$ cat config.mk
export PLATFORM = sky130hd
export DESIGN_NAME = cmpm_pin_mux
export DESIGN_NICKNAME = d
export VERILOG_FILES = /design/src/core/cmpm_pkg.sv /design/src/core/cmpm_int_pulse.sv /design/src/core/cmpm_pin_mux.sv
export SDC_FILE = /design/constraint.sdc
export NUM_CORES = 1
export LEC_CHECK = 0
export ABC_AREA = 1
export BUFFER_PORTS_ARGS = -buffer_cell sky130_fd_sc_hd__buf_4
export CORE_ASPECT_RATIO = 0.75
export CORE_MARGIN = 4
export CORE_UTILIZATION = 40
export CTS_CLUSTER_DIAMETER = 120
export CTS_CLUSTER_SIZE = 25
export DETAILED_ROUTE_END_ITERATION = 6
export PLACE_DENSITY = 0.66
export SETUP_SLACK_MARGIN = 0.02
export SYNTH_ARGS = -nofsm -noshare
export SYNTH_HDL_FRONTEND = slang
export SYNTH_HIERARCHICAL = 1
export SYNTH_SLANG_ARGS = --single-unit
$ cat constraint.sdc
create_clock -name clk -period 1.23 [get_ports clk]
set_input_delay 0.0615 -clock clk [delete_from_list [all_inputs] [get_ports clk]]
set_output_delay 0.0615 -clock clk [all_outputs]
set_load 0.01 [all_outputs]
$ cat src/core/cmpm_pkg.sv
// Constants shared by the multi-function pin multiplexer
package cmpm_pkg;
   // Register indices; byte address is four times the index
   localparam logic [7:0] IDX_GENERAL_PIN = 8'h34;
   localparam logic [7:0] IDX_DATA_OUT_PIN = 8'h35;
   localparam logic [7:0] IDX_DATA_IN_PIN = 8'h36;
   localparam logic [7:0] IDX_SPI_OUT_PIN = 8'h37;
   localparam logic [7:0] IDX_INT_PULSE_CTRL = 8'h30;

   // General pin register layout
   localparam int GEN_FUNC_LSB = 2;
   localparam int GEN_LEVEL_BIT = 1;
   localparam int GEN_GPO_BIT = 0;
   localparam logic [3:0] GEN_FUNC_RESET = 4'h0;
   localparam logic GEN_GPO_RESET = 1'b0;

   // Data output pin register layout
   localparam int DOUT_KEEPER_BIT = 4;
   localparam int DOUT_MUX_LSB = 1;
   localparam int DOUT_GPO_BIT = 0;
   localparam logic DOUT_KEEPER_RESET = 1'b1;
   localparam logic [2:0] DOUT_MUX_RESET = 3'h1;
   localparam logic DOUT_GPO_RESET = 1'b0;

   // Data input pin register layout
   localparam int DIN_FUNC_LSB = 1;
   localparam int DIN_LEVEL_BIT = 0;
   localparam logic [1:0] DIN_FUNC_RESET = 2'h1;

   // SPI data-out pin register layout
   localparam int SPI_FUNC_LSB = 1;
   localparam int SPI_GPO_BIT = 0;
   localparam logic [3:0] SPI_FUNC_RESET = 4'h1;
   localparam logic SPI_GPO_RESET = 1'b0;

   // Interrupt pulse control layout
   localparam int TRAIN_ONE_BIT = 0;
   localparam int TRAIN_TWO_BIT = 1;
   localparam logic TRAIN_RESET = 1'b0;

   // General pin function codes
   localparam logic [3:0] GEN_DISABLED = 4'h0;
   localparam logic [3:0] GEN_FUNC_INPUT = 4'h1;
   localparam logic [3:0] GEN_GP_INPUT = 4'h2;
   localparam logic [3:0] GEN_DIVIDED_CLOCK_OUTPUT = 4'h3;
   localparam logic [3:0] GEN_GP_OUTPUT = 4'h4;
   localparam logic [3:0] GEN_INT_ONE = 4'h5;
   localparam logic [3:0] GEN_INT_TWO = 4'h6;
   localparam logic [3:0] GEN_REC_WCLK = 4'h7;
   localparam logic [3:0] GEN_SEC_BCLK = 4'h8;
   localparam logic [3:0] GEN_DMIC_CLK = 4'h9;

   // Data output pin mux codes
   localparam logic [2:0] DOUT_DISABLED = 3'h0;
   localparam logic [2:0] DOUT_PRIMARY = 3'h1;
   localparam logic [2:0] DOUT_GP_OUTPUT = 3'h2;
   localparam logic [2:0] DOUT_DIVIDED_CLOCK_OUTPUT = 3'h3;
   localparam logic [2:0] DOUT_INT_ONE = 3'h4;
   localparam logic [2:0] DOUT_INT_TWO = 3'h5;
   localparam logic [2:0] DOUT_SEC_BCLK = 3'h6;
   localparam logic [2:0] DOUT_SEC_WCLK = 3'h7;

   // Data input pin codes
   localparam logic [1:0] DIN_DISABLED = 2'h0;
   localparam logic [1:0] DIN_FUNC_INPUT = 2'h1;
   localparam logic [1:0] DIN_GP_INPUT = 2'h2;

   // SPI data-out pin codes
   localparam logic [3:0] SPI_DISABLED = 4'h0;
   localparam logic [3:0] SPI_READ_DATA = 4'h1;
   localparam logic [3:0] SPI_GP_OUTPUT = 4'h2;
   localparam logic [3:0] SPI_DIVIDED_CLOCK_OUTPUT = 4'h3;
   localparam logic [3:0] SPI_INT_ONE = 4'h4;
   localparam logic [3:0] SPI_INT_TWO = 4'h5;
   localparam logic [3:0] SPI_REC_WCLK = 4'h6;
   localparam logic [3:0] SPI_DMIC_CLK = 4'h7;
   localparam logic [3:0] SPI_SEC_DATA = 4'h8;
   localparam logic [3:0] SPI_SEC_BCLK = 4'h9;
   localparam logic [3:0] SPI_SEC_WCLK = 4'ha;

   // Interrupt pulse timing
   localparam int CLK_PERIOD_NS = 20;
   localparam int INT_PULSE_MS = 2;
   localparam int INT_PULSE_CYCLES = INT_PULSE_MS * 1000000 / CLK_PERIOD_NS;
   localparam int PULSE_CNT_W = 17;

   typedef enum logic [1:0] {PULSE_IDLE, PULSE_HIGH, PULSE_LOW} cmpm_pulse_state_t;
endpackage

$ cat src/core/cmpm_int_pulse.sv
// Interrupt line shaper: single pulse or pulse train
`timescale 1ns/1ps
module cmpm_int_pulse
   import cmpm_pkg::*;
#(
   parameter int PULSE_CYCLES = INT_PULSE_CYCLES
) (
   input wire logic clk,
   input wire logic reset,
   input wire logic trigger,
   input wire logic trainMode,
   input wire logic stop,
   output logic pulseOut
);
   localparam logic [PULSE_CNT_W-1:0] LAST = PULSE_CNT_W'(PULSE_CYCLES - 1);

   cmpm_pulse_state_t state_reg;
   logic [PULSE_CNT_W-1:0] count_reg;
   logic countDone;
   logic stopPend_reg;
   logic stopSeen;

   assign countDone = (count_reg == LAST);
   assign stopSeen = stop || stopPend_reg;

   // Stop seen during the high phase ends the train after that pulse
   always_ff @(posedge clk) begin
      if (reset || state_reg == PULSE_IDLE) begin
         stopPend_reg <= 1'b0;
      end else if (stop) begin
         stopPend_reg <= 1'b1;
      end
   end

   // Trigger wins over a stop arriving in the same idle cycle
   always_ff @(posedge clk) begin
      if (reset) begin
         state_reg <= PULSE_IDLE;
      end else begin
         unique case (state_reg)
            PULSE_IDLE: begin
               if (trigger) begin
                  state_reg <= PULSE_HIGH;
               end
            end
            PULSE_HIGH: begin
               if (countDone) begin
                  state_reg <= (trainMode && !stopSeen) ? PULSE_LOW : PULSE_IDLE;
               end
            end
            PULSE_LOW: begin
               if (stopSeen || !trainMode) begin
                  state_reg <= PULSE_IDLE;
               end else if (countDone) begin
                  state_reg <= PULSE_HIGH;
               end
            end
            default: begin
               state_reg <= PULSE_IDLE;
            end
         endcase
      end
   end

   always_ff @(posedge clk) begin
      if (reset) begin
         count_reg <= '0;
      end else if (state_reg == PULSE_IDLE || countDone) begin
         count_reg <= '0;
      end else begin
         count_reg <= count_reg + 1'b1;
      end
   end

   // Active high for the whole high phase
   always_ff @(posedge clk) begin
      if (reset) begin
         pulseOut <= 1'b0;
      end else begin
         pulseOut <= (state_reg == PULSE_IDLE && trigger)
            || (state_reg == PULSE_HIGH && !countDone)
            || (state_reg == PULSE_LOW && countDone && trainMode && !stopSeen);
      end
   end
endmodule

$ cat src/core/cmpm_pin_mux.sv
// Multi-function pin multiplexer with APB register slave
`timescale 1ns/1ps
module cmpm_pin_mux
   import cmpm_pkg::*;
#(
   parameter int PULSE_CYCLES = INT_PULSE_CYCLES
) (
   input wire logic clk,
   input wire logic reset,
   input wire logic psel,
   input wire logic penable,
   input wire logic pwrite,
   input wire logic [31:0] paddr,
   input wire logic [31:0] pwdata,
   output logic [31:0] prdata,
   output logic pready,
   output logic pslverr,
   input wire logic spiMode,
   input wire logic spiReadOe,
   input wire logic spiReadData,
   input wire logic priDataOut,
   input wire logic secDataOut,
   input wire logic dividedClockOut,
   input wire logic recWordClk,
   input wire logic secBitClk,
   input wire logic secWordClk,
   input wire logic dmicClk,
   input wire logic intOneEvent,
   input wire logic intTwoEvent,
   input wire logic flagsRead,
   input wire logic genPinIn,
   output logic genPinOut,
   output logic genPinOe,
   input wire logic dataInPinIn,
   output logic genPinRx,
   output logic dataInPinRx,
   output logic dataOutPinOut,
   output logic dataOutPinOe,
   output logic dataOutKeeperEn,
   output logic spiOutPinOut,
   output logic spiOutPinOe,
   output logic interruptLineOne,
   output logic interruptLineTwo
);

   ////////////////////////////////////////////////////////////////////////////
   // Address decode

   typedef enum logic [2:0] {
      SEL_NONE, SEL_GEN, SEL_DOUT, SEL_DIN, SEL_SPI, SEL_PULSE
   } cmpm_sel_t;

   function automatic cmpm_sel_t decodeAddr(input logic [31:0] addr);
      cmpm_sel_t sel;
      sel = SEL_NONE;
      if (addr[1:0] == 2'h0 && addr[31:10] == 22'h0) begin
         if (addr[9:2] == IDX_GENERAL_PIN) sel = SEL_GEN;
         else if (addr[9:2] == IDX_DATA_OUT_PIN) sel = SEL_DOUT;
         else if (addr[9:2] == IDX_DATA_IN_PIN) sel = SEL_DIN;
         else if (addr[9:2] == IDX_SPI_OUT_PIN) sel = SEL_SPI;
         else if (addr[9:2] == IDX_INT_PULSE_CTRL) sel = SEL_PULSE;
      end
      return sel;
   endfunction

   cmpm_sel_t addrSel;
   logic writeStrobe;

   assign addrSel = decodeAddr(paddr);
   assign writeStrobe = psel && penable && pready && pwrite;

   ////////////////////////////////////////////////////////////////////////////
   // Control registers

   logic [3:0] genFunc_reg;
   logic genGpo_reg;
   logic dataOutKeeperOff_reg;
   logic [2:0] dataOutMux_reg;
   logic dataOutGpo_reg;
   logic [1:0] dataInFunc_reg;
   logic [3:0] spiFunc_reg;
   logic spiGpo_reg;
   logic trainOne_reg;
   logic trainTwo_reg;

   // Only defined fields are stored, so reserved bits cannot be set
   always_ff @(posedge clk) begin
      if (reset) begin
         genFunc_reg <= GEN_FUNC_RESET;
         genGpo_reg <= GEN_GPO_RESET;
      end else if (writeStrobe && addrSel == SEL_GEN) begin
         genFunc_reg <= pwdata[GEN_FUNC_LSB +: 4];
         genGpo_reg <= pwdata[GEN_GPO_BIT];
      end
   end

   always_ff @(posedge clk) begin
      if (reset) begin
         dataOutKeeperOff_reg <= DOUT_KEEPER_RESET;
         dataOutMux_reg <= DOUT_MUX_RESET;
         dataOutGpo_reg <= DOUT_GPO_RESET;
      end else if (writeStrobe && addrSel == SEL_DOUT) begin
         dataOutKeeperOff_reg <= pwdata[DOUT_KEEPER_BIT];
         dataOutMux_reg <= pwdata[DOUT_MUX_LSB +: 3];
         dataOutGpo_reg <= pwdata[DOUT_GPO_BIT];
      end
   end

   always_ff @(posedge clk) begin
      if (reset) begin
         dataInFunc_reg <= DIN_FUNC_RESET;
      end else if (writeStrobe && addrSel == SEL_DIN) begin
         dataInFunc_reg <= pwdata[DIN_FUNC_LSB +: 2];
      end
   end

   always_ff @(posedge clk) begin
      if (reset) begin
         spiFunc_reg <= SPI_FUNC_RESET;
         spiGpo_reg <= SPI_GPO_RESET;
      end else if (writeStrobe && addrSel == SEL_SPI) begin
         spiFunc_reg <= pwdata[SPI_FUNC_LSB +: 4];
         spiGpo_reg <= pwdata[SPI_GPO_BIT];
      end
   end

   always_ff @(posedge clk) begin
      if (reset) begin
         trainOne_reg <= TRAIN_RESET;
         trainTwo_reg <= TRAIN_RESET;
      end else if (writeStrobe && addrSel == SEL_PULSE) begin
         trainOne_reg <= pwdata[TRAIN_ONE_BIT];
         trainTwo_reg <= pwdata[TRAIN_TWO_BIT];
      end
   end

   ////////////////////////////////////////////////////////////////////////////
   // Pin input synchronisers

   logic [1:0] genSync_reg;
   logic [1:0] dataInSync_reg;
   logic genLevel;
   logic dataInLevel;

   always_ff @(posedge clk) begin
      if (reset) begin
         genSync_reg <= 2'h0;
         dataInSync_reg <= 2'h0;
      end else begin
         genSync_reg <= {genSync_reg[0], genPinIn};
         dataInSync_reg <= {dataInSync_reg[0], dataInPinIn};
      end
   end

   assign genLevel = genSync_reg[1];
   assign dataInLevel = dataInSync_reg[1];

   // Function inputs see the pin only in their routed mode
   always_ff @(posedge clk) begin
      if (reset) begin
         genPinRx <= 1'b0;
         dataInPinRx <= 1'b0;
      end else begin
         genPinRx <= (genFunc_reg == GEN_FUNC_INPUT) && genLevel;
         dataInPinRx <= (dataInFunc_reg == DIN_FUNC_INPUT) && dataInLevel;
      end
   end

   ////////////////////////////////////////////////////////////////////////////
   // Interrupt line shapers

   logic intOnePulse;
   logic intTwoPulse;

   cmpm_int_pulse #(.PULSE_CYCLES(PULSE_CYCLES)) u_int_one (
      .clk(clk),
      .reset(reset),
      .trigger(intOneEvent),
      .trainMode(trainOne_reg),
      .stop(flagsRead),
      .pulseOut(intOnePulse)
   );

   cmpm_int_pulse #(.PULSE_CYCLES(PULSE_CYCLES)) u_int_two (
      .clk(clk),
      .reset(reset),
      .trigger(intTwoEvent),
      .trainMode(trainTwo_reg),
      .stop(flagsRead),
      .pulseOut(intTwoPulse)
   );

   always_ff @(posedge clk) begin
      if (reset) begin
         interruptLineOne <= 1'b0;
         interruptLineTwo <= 1'b0;
      end else begin
         interruptLineOne <= intOnePulse;
         interruptLineTwo <= intTwoPulse;
      end
   end

   ////////////////////////////////////////////////////////////////////////////
   // Output multiplexers

   logic genOeNext;
   logic genValNext;
   logic doutOeNext;
   logic doutValNext;
   logic spiOeNext;
   logic spiValNext;

   always_comb begin
      genOeNext = 1'b1;
      genValNext = 1'b0;
      case (genFunc_reg)
         GEN_DIVIDED_CLOCK_OUTPUT: genValNext = dividedClockOut;
         GEN_GP_OUTPUT: genValNext = genGpo_reg;
         GEN_INT_ONE: genValNext = intOnePulse;
         GEN_INT_TWO: genValNext = intTwoPulse;
         GEN_REC_WCLK: genValNext = recWordClk;
         GEN_SEC_BCLK: genValNext = secBitClk;
         GEN_DMIC_CLK: genValNext = dmicClk;
         default: genOeNext = 1'b0;
      endcase
   end

   always_comb begin
      doutOeNext = 1'b1;
      doutValNext = 1'b0;
      unique case (dataOutMux_reg)
         DOUT_DISABLED: doutOeNext = 1'b0;
         DOUT_PRIMARY: doutValNext = priDataOut;
         DOUT_GP_OUTPUT: doutValNext = dataOutGpo_reg;
         DOUT_DIVIDED_CLOCK_OUTPUT: doutValNext = dividedClockOut;
         DOUT_INT_ONE: doutValNext = intOnePulse;
         DOUT_INT_TWO: doutValNext = intTwoPulse;
         DOUT_SEC_BCLK: doutValNext = secBitClk;
         DOUT_SEC_WCLK: doutValNext = secWordClk;
      endcase
   end

   always_comb begin
      spiOeNext = 1'b1;
      spiValNext = 1'b0;
      case (spiFunc_reg)
         SPI_READ_DATA: begin
            spiOeNext = spiMode && spiReadOe;
            spiValNext = spiReadData;
         end
         SPI_GP_OUTPUT: spiValNext = spiGpo_reg;
         SPI_DIVIDED_CLOCK_OUTPUT: spiValNext = dividedClockOut;
         SPI_INT_ONE: spiValNext = intOnePulse;
         SPI_INT_TWO: spiValNext = intTwoPulse;
         SPI_REC_WCLK: spiValNext = recWordClk;
         SPI_DMIC_CLK: spiValNext = dmicClk;
         SPI_SEC_DATA: spiValNext = secDataOut;
         SPI_SEC_BCLK: spiValNext = secBitClk;
         SPI_SEC_WCLK: spiValNext = secWordClk;
         default: spiOeNext = 1'b0;
      endcase
   end

   // Pins come straight from flops; value held low while not driven
   always_ff @(posedge clk) begin
      if (reset) begin
         genPinOe <= 1'b0;
         genPinOut <= 1'b0;
         dataOutPinOe <= 1'b0;
         dataOutPinOut <= 1'b0;
         spiOutPinOe <= 1'b0;
         spiOutPinOut <= 1'b0;
         dataOutKeeperEn <= 1'b0;
      end else begin
         genPinOe <= genOeNext;
         genPinOut <= genOeNext && genValNext;
         dataOutPinOe <= doutOeNext;
         dataOutPinOut <= doutOeNext && doutValNext;
         spiOutPinOe <= spiOeNext;
         spiOutPinOut <= spiOeNext && spiValNext;
         dataOutKeeperEn <= !dataOutKeeperOff_reg;
      end
   end

   ////////////////////////////////////////////////////////////////////////////
   // APB read path and handshake

   logic [31:0] readWord;

   always_comb begin
      readWord = 32'h0;
      unique case (addrSel)
         SEL_GEN: begin
            readWord[GEN_FUNC_LSB +: 4] = genFunc_reg;
            readWord[GEN_LEVEL_BIT] = genLevel;
            readWord[GEN_GPO_BIT] = genGpo_reg;
         end
         SEL_DOUT: begin
            readWord[DOUT_KEEPER_BIT] = dataOutKeeperOff_reg;
            readWord[DOUT_MUX_LSB +: 3] = dataOutMux_reg;
            readWord[DOUT_GPO_BIT] = dataOutGpo_reg;
         end
         SEL_DIN: begin
            readWord[DIN_FUNC_LSB +: 2] = dataInFunc_reg;
            readWord[DIN_LEVEL_BIT] = dataInLevel;
         end
         SEL_SPI: begin
            readWord[SPI_FUNC_LSB +: 4] = spiFunc_reg;
            readWord[SPI_GPO_BIT] = spiGpo_reg;
         end
         SEL_PULSE: begin
            readWord[TRAIN_ONE_BIT] = trainOne_reg;
            readWord[TRAIN_TWO_BIT] = trainTwo_reg;
         end
         SEL_NONE: readWord = 32'h0;
      endcase
   end

   // Answer on the first access cycle; data captured during setup
   always_ff @(posedge clk) begin
      if (reset) begin
         pready <= 1'b0;
         pslverr <= 1'b0;
         prdata <= 32'h0;
      end else if (psel && !penable) begin
         pready <= 1'b1;
         pslverr <= (addrSel == SEL_NONE);
         prdata <= pwrite ? 32'h0 : readWord;
      end else begin
         pready <= 1'b0;
         pslverr <= 1'b0;
         prdata <= 32'h0;
      end
   end
endmodule

; ---- After elaboration in Yosys (flattened, before gate mapping)
; Cells that the tools add are included.
[classes]
n_addsub = 2
n_eq_ne = 48
n_mux = 28
n_bitwise = 2
n_reduce_logical = 63
[op_table]
columns = cell, count
row1 = "equality test 8 x 6 -> 1 bit, second input constant", 5
row2 = "adder 17 x 1 -> 17 bit, second input constant", 2
row3 = "equality test 17 bit, second input constant", 2
row4 = "equality test 4 x 3 -> 1 bit, second input constant", 8
row5 = logical AND 1 bit, 28
row6 = zero test 22 bit, 1
row7 = "equality test 4 bit, second input constant", 5
row8 = two-way mux 2 bit, 10
row9 = "equality test 3 bit, second input constant", 6
row10 = two-way mux 3 bit, 6
row11 = case mux 2 bit (3 select lines), 3
row12 = case mux 1 bit (7 select lines), 2
row13 = "equality test 3 x 2 -> 1 bit, second input constant", 4
row14 = "equality test 4 x 2 -> 1 bit, second input constant", 3
row15 = logical OR 1 bit, 12
row16 = case mux 2 bit (6 select lines), 1
row17 = case mux 1 bit (10 select lines), 1
row18 = OR reduction 9 bit, 1
row19 = "equality test 4 x 1 -> 1 bit, second input constant", 2
row20 = zero test 1 bit, 8
row21 = OR reduction 7 bit, 1
row22 = "equality test 2 x 1 -> 1 bit, second input constant", 3
row23 = "equality test 3 x 1 -> 1 bit, second input constant", 2
row24 = zero test 2 bit, 3
row25 = 13 further kinds, 24
[word_totals]
reg_bits = 110
input_bits = 84
output_inout_bits = 45
wordCells = 179

; ---- Depth between registers and ports, before layout
[depth]
depth_word = 10
ltp_mapped = 11
ltp_nobuf = 11

; ---- Hierarchy
; The synthesis kept the hierarchy.
[by_module_without_submodules]
columns = mod, n_inst, cells_per_inst, area_per_inst_um2, seq_area_each_um2
row1 = cmpm_pin_mux, 1, 350, 2394.8, 840.8
row2 = cmpm_int_pulse, 2, 153, 1077.3, 420.4

; ---- Worst setup path before layout
; OpenSTA, ideal clock, no wires.
[synth_timing]
path_type = register to register
start = register u_int_one.count_reg[0]
end = register u_int_one.count_reg[8]
setup_ns = 0.115
arrival_time_ns = 1.198
t_required_ns = 1.115
path_slack_ns = -0.083
path_stages_with_launch = 8
n_path_buf = 1
period_less_slack_ns = 1.313
cell_sequence = dfxtp_1 ha_1 nand3_2 nor2_2 nand3_2 nand2_4 buf_6 nor2_1
[synth_via]
elab_chain_len = 3
word_cells_on_any_way = 4
classes_between = add/sub (1) / eq/ne (1) / reduce/logical (2)
[synth_lines]
columns = element, line_no
row1 = start: declaration, cmpm_int_pulse.sv:18  ; logic [PULSE_CNT_W-1:0] count_reg;
row2 = start signal: assignment, cmpm_int_pulse.sv:71  ; count_reg <= count_reg + 1'b1;
row3 = "parallel branches: the longest is 3 deep, another holds adder 17 x 1 -> 17 bit", -
; Parallel ways; which one is timed is not known.
; A chain may end at the register's enable or synchronous reset.

; ---- Final worst setup path
[layout_timing]
start = input port paddr[23]
end = register prdata[2]
[layout_via]
elab_chain_len = 5
word_cells_on_any_way = 8
classes_between = eq/ne (4) / mux (2) / reduce/logical (2)
[layout_lines]
columns = element, line_no
row1 = start: declaration, cmpm_pin_mux.sv:13  ; input wire logic [31:0] paddr,
row2 = zero test 22 bit *, cmpm_pin_mux.sv:56  ; if (addr[1:0] == 2'h0 && addr[31:10] == 22'h0) begin
row3 = logical AND 1 bit *, cmpm_pin_mux.sv:56
row4 = two-way mux 3 bit *, cmpm_pin_mux.sv:56
row5 = "equality test 3 bit, or another cell as far along", cmpm_pin_mux.sv:292  ; unique case (addrSel)
row6 = case mux 1 bit (4 select lines) *, cmpm_pin_mux.sv:292
row7 = end signal: assignment, cmpm_pin_mux.sv:328  ; prdata <= pwrite ? 32'h0 : readWord;
row8 = end: declaration, cmpm_pin_mux.sv:15  ; output logic [31:0] prdata,
; Mark *: on every way between the ends. The rest lies on a longest branch, timed or not.

==> run summary <==
The run finished, with violations left. The final reports fail on setup timing. The logs give 2.82 nW for the leakage power and 4905 for the total via count in the routed design. Dividing the synthesized area by the synthesized cell count gives 6.94 µm².

The most used flip-flop cell after synthesis is sky130_fd_sc_hd__dfxtp_1. In this run the power density over the cells is 875 nW/µm². The commonest cells after synthesis are sky130_fd_sc_hd__nor2_1, sky130_fd_sc_hd__nand2_1, sky130_fd_sc_hd__dfxtp_1. Entering global routing, the biggest net connects 17 pins. The final-report hold violation count came out at 0.

After technology mapping, the gate count stands at 656. In this run, CTS created clock tree buffers numbering 9. The most common cell in the synthesized netlist is sky130_fd_sc_hd__nor2_1. The routed length per instance came out at 14.1 µm. Relative to the synthesized area, the layout overhead comes to 48.9%. The most critical setup path has its startpoint at paddr[23].

The run gives 974 as the final instance count without filler cells. Cell occurring most often along the worst timing path: sky130_fd_sc_hd__nor2_4. Fmax: 752 MHz.

The number of warnings reported in the yosys synthesis log was 6. The tool flagged a number of max-cap violations equal to 0. After the first detailed-routing iteration, the DRC count stood at 370. After detailed routing, the number of remaining DRC violations is 0. The final worst slack was -0.0996 ns.

The post-route core utilization was 61.5%; the first-pass GRT wire length was 20.7 mm. The share of Yosys cell area claimed by the top area cell type was 37.0%. Walking the worst path, the cells encountered are buf_4 > nor2_4 > nand2_1 > nor2_4 > nand2_4 > nor2_8 > nand3_4 > nor2_4 > nand2_1 > nand3_1 > nor2_1 > nor2_1. The count of input and output buffers was 76. The floorplan step set the die width to 131 µm.

Sorting the synthesized cells by area gives the leading types as sky130_fd_sc_hd__dfxtp_1, sky130_fd_sc_hd__nor2_1, sky130_fd_sc_hd__nand2_1. The logs give 0.34 ns for the clock latency on the worst-skew pair and 129 for the number of top-level pins. The synthesized netlist contains 43 unique library cells. The half-perimeter wire length after detailed placement was 9.54 mm; the vias per cell was 5.04. The floorplan has 33 rows. The congestion estimate from routability-driven global placement came to 0.877.

The cell type with the highest aggregate area in the netlist is sky130_fd_sc_hd__dfxtp_1. STA classifies the critical path endpoint as a register. The final critical delay including setup and external delays was 1.33 ns. The tightest min-delay check is of the primary input to register type. The area enclosed by the die boundary came out at 13200 µm².

The initial antenna violation count was 0; the via count of the first global-routing pass was 4465. The run gives 4550 µm² as the netlist area before placement. The number of clock sinks is 84.

The cell sitting at the root of the clock tree is a sky130_fd_sc_hd__clkbuf_16. Along the worst path, the maximum fanout reaches 6. Before antenna repair, the detailed router went through 5 iterations. After synthesis the netlist holds a flip-flop and latch count of 84.

The post-route netlist has 39.3% of its cells at a drive strength greater than 1. The fraction of registers with async set or reset after synthesis is 0%. The run gives 13.8 mm as the routed wire length. The worst hold path begins at flagsRead. The starting density of the core was 41.3%. Counting tap cells, the placed design contains a total of 927 instances. The number of diodes was 0. Setup repair after global routing could not meet its margin everywhere. The stage delay of the slowest cell on the critical path was 0.23 ns; the data required time of the worst path was 1.50 ns. The clock arrives with 0.00861 ns of skew. The run gives 0 as the number of nets with antenna violations after detailed routing. The master of the slowest instance on the critical path was sky130_fd_sc_hd__nor2_4.

TritonCTS built the clock tree. The worst setup path is of the primary input to register kind. The maximum vdd drop was 0.000701 V; the largest buffer count on any clock path was 2. After clock tree synthesis, the clock-pin slew on the worst setup and hold paths is 0.06 ns. The die is 100 µm tall.

For the max-slew violation count, the log shows 0. Summing the sequential cell areas from Yosys gives 37.0% of the chip area. Final worst-path cycle share: 108%. Number of flops mapped to enable cells by yosys: 0. Summed over all layers, the global routing overflow is 0. Data on the critical path arrives at its endpoint at 1.60 ns. Startpoint of the worst register-to-register path: u_int_one/count_reg[1]. Across every metal layer, demand over resource in global routing totals 19.0%. Setup violations remaining at the end of the flow were counted as 51.

After routing, the total negative slack on setup checks comes to -2.65 ns. The H-tree was split into 3 levels. Startpoint type of the worst setup path: a primary input. At the end of the flow, the number of nets in the layout was 915. The core region is 11000 µm².
## critical path: cells and delay by family
family / cells / cell delay [ns]
buf+inv: 1 / 0.12
simple gates: 11 / 1.41
## final timing paths
kind / end / slack (ns) / cells past startpoint
min reg2reg: dataInSync_reg[1] / 0.41 / 2
min: u_int_one/stopPend_reg / 0.01 / 3
max: prdata[2] / -0.1 / 12
max reg2reg: u_int_one/count_reg[10] / -0.09 / 7
## layer usage
metal / track usage (%) / part of all wire [%]
met2: 31.4 / 48
met3: 4.66 / 6.4
met1: 24.2 / 43
met5: 0 / 0
met4: 7.34 / 2.7
## repair_timing
item | 4_1_cts | 5_1_grt
endpoints found under the setup margin | 53 | 69
pin swaps | 2 | 56
gates cloned | 0 | 5
gates resized for setup | 20 | 117
hold endpoints to repair | 9 | 0
hold buffers | 9 | 0
buffers inserted | 0 | 18
## kinds of logic (layout without fill, tap and decap cells)
group | Yosys count | count (layout) | synth area share (%)
other | 1 | 26 | 0.0824
and+or+nand+nor | 383 | 387 | 40.8
AOI/OAI and AO/OA | 65 | 65 | 8.22
buffers and inverters | 113 | 262 | 11.8
adders and majority gates | 2 | 2 | 0.550
xor gates and xnor gates | 8 | 8 | 1.54
DFF | 84 | 84 | 37.0
## where the power goes
part | total [mW] | leakage, nW | switching, mW | internal [mW]
Sequential | 2.77 | 0.689 | 0.0188 | 2.75
Combinational | 0.539 | 1.99 | 0.289 | 0.250
Clock | 2.62 | 0.139 | 1.06 | 1.56
Total | 5.93 | 2.82 | 1.36 | 4.57
## area by class of cell
| class | instances | area, µm² |
|---|---|---|
| Timing Repair Buffer | 163 | 1300 |
| Timing Repair inverter | 1 | 7.51 |
| Multi-Input combinational cell | 488 | 2970 |
| Fill cell | 931 | 4250 |
| Clock inverter | 5 | 52.6 |
| Clock buffer | 11 | 233 |
| Sequential cell | 84 | 1710 |
| Inverter | 82 | 320 |
| Tap cell | 140 | 175 |
## per-stage QoR
step / total power [mW] / hold WS [ns] / instance area (µm²) / setup WS (ns)
2_1_floorplan: 3.09 / 0.141 / 4780 / -0.00407
3_3_place_gp: 3.27 / 0.248 / 5750 / -0.294
3_5_place_dp: 3.28 / 0.257 / 5750 / -0.321
4_1_cts: 5.94 / 0.00269 / 6190 / -0.0763
5_1_grt: 6.16 / 0.0388 / 6780 / -0.179
6_report: 5.93 / 0.0105 / 6780 / -0.0996
## cells in the final DEF (no fill, tap or decap), types with 15 or more instances in the layout
master,instances
sky130_fd_sc_hd__inv_1,70
sky130_fd_sc_hd__nand2_2,23
sky130_fd_sc_hd__nand3_1,31
sky130_fd_sc_hd__dfxtp_1,67
sky130_fd_sc_hd__nand2_1,108
sky130_fd_sc_hd__nor3_1,18
sky130_fd_sc_hd__nor2_2,20
sky130_fd_sc_hd__buf_6,15
sky130_fd_sc_hd__buf_4,139
sky130_fd_sc_hd__nor2_1,101
sky130_fd_sc_hd__nand4_1,17
sky130_fd_sc_hd__nor2_4,19
sky130_fd_sc_hd__conb_1,26
Note: power is estimated with default switching activity, not from simulation.
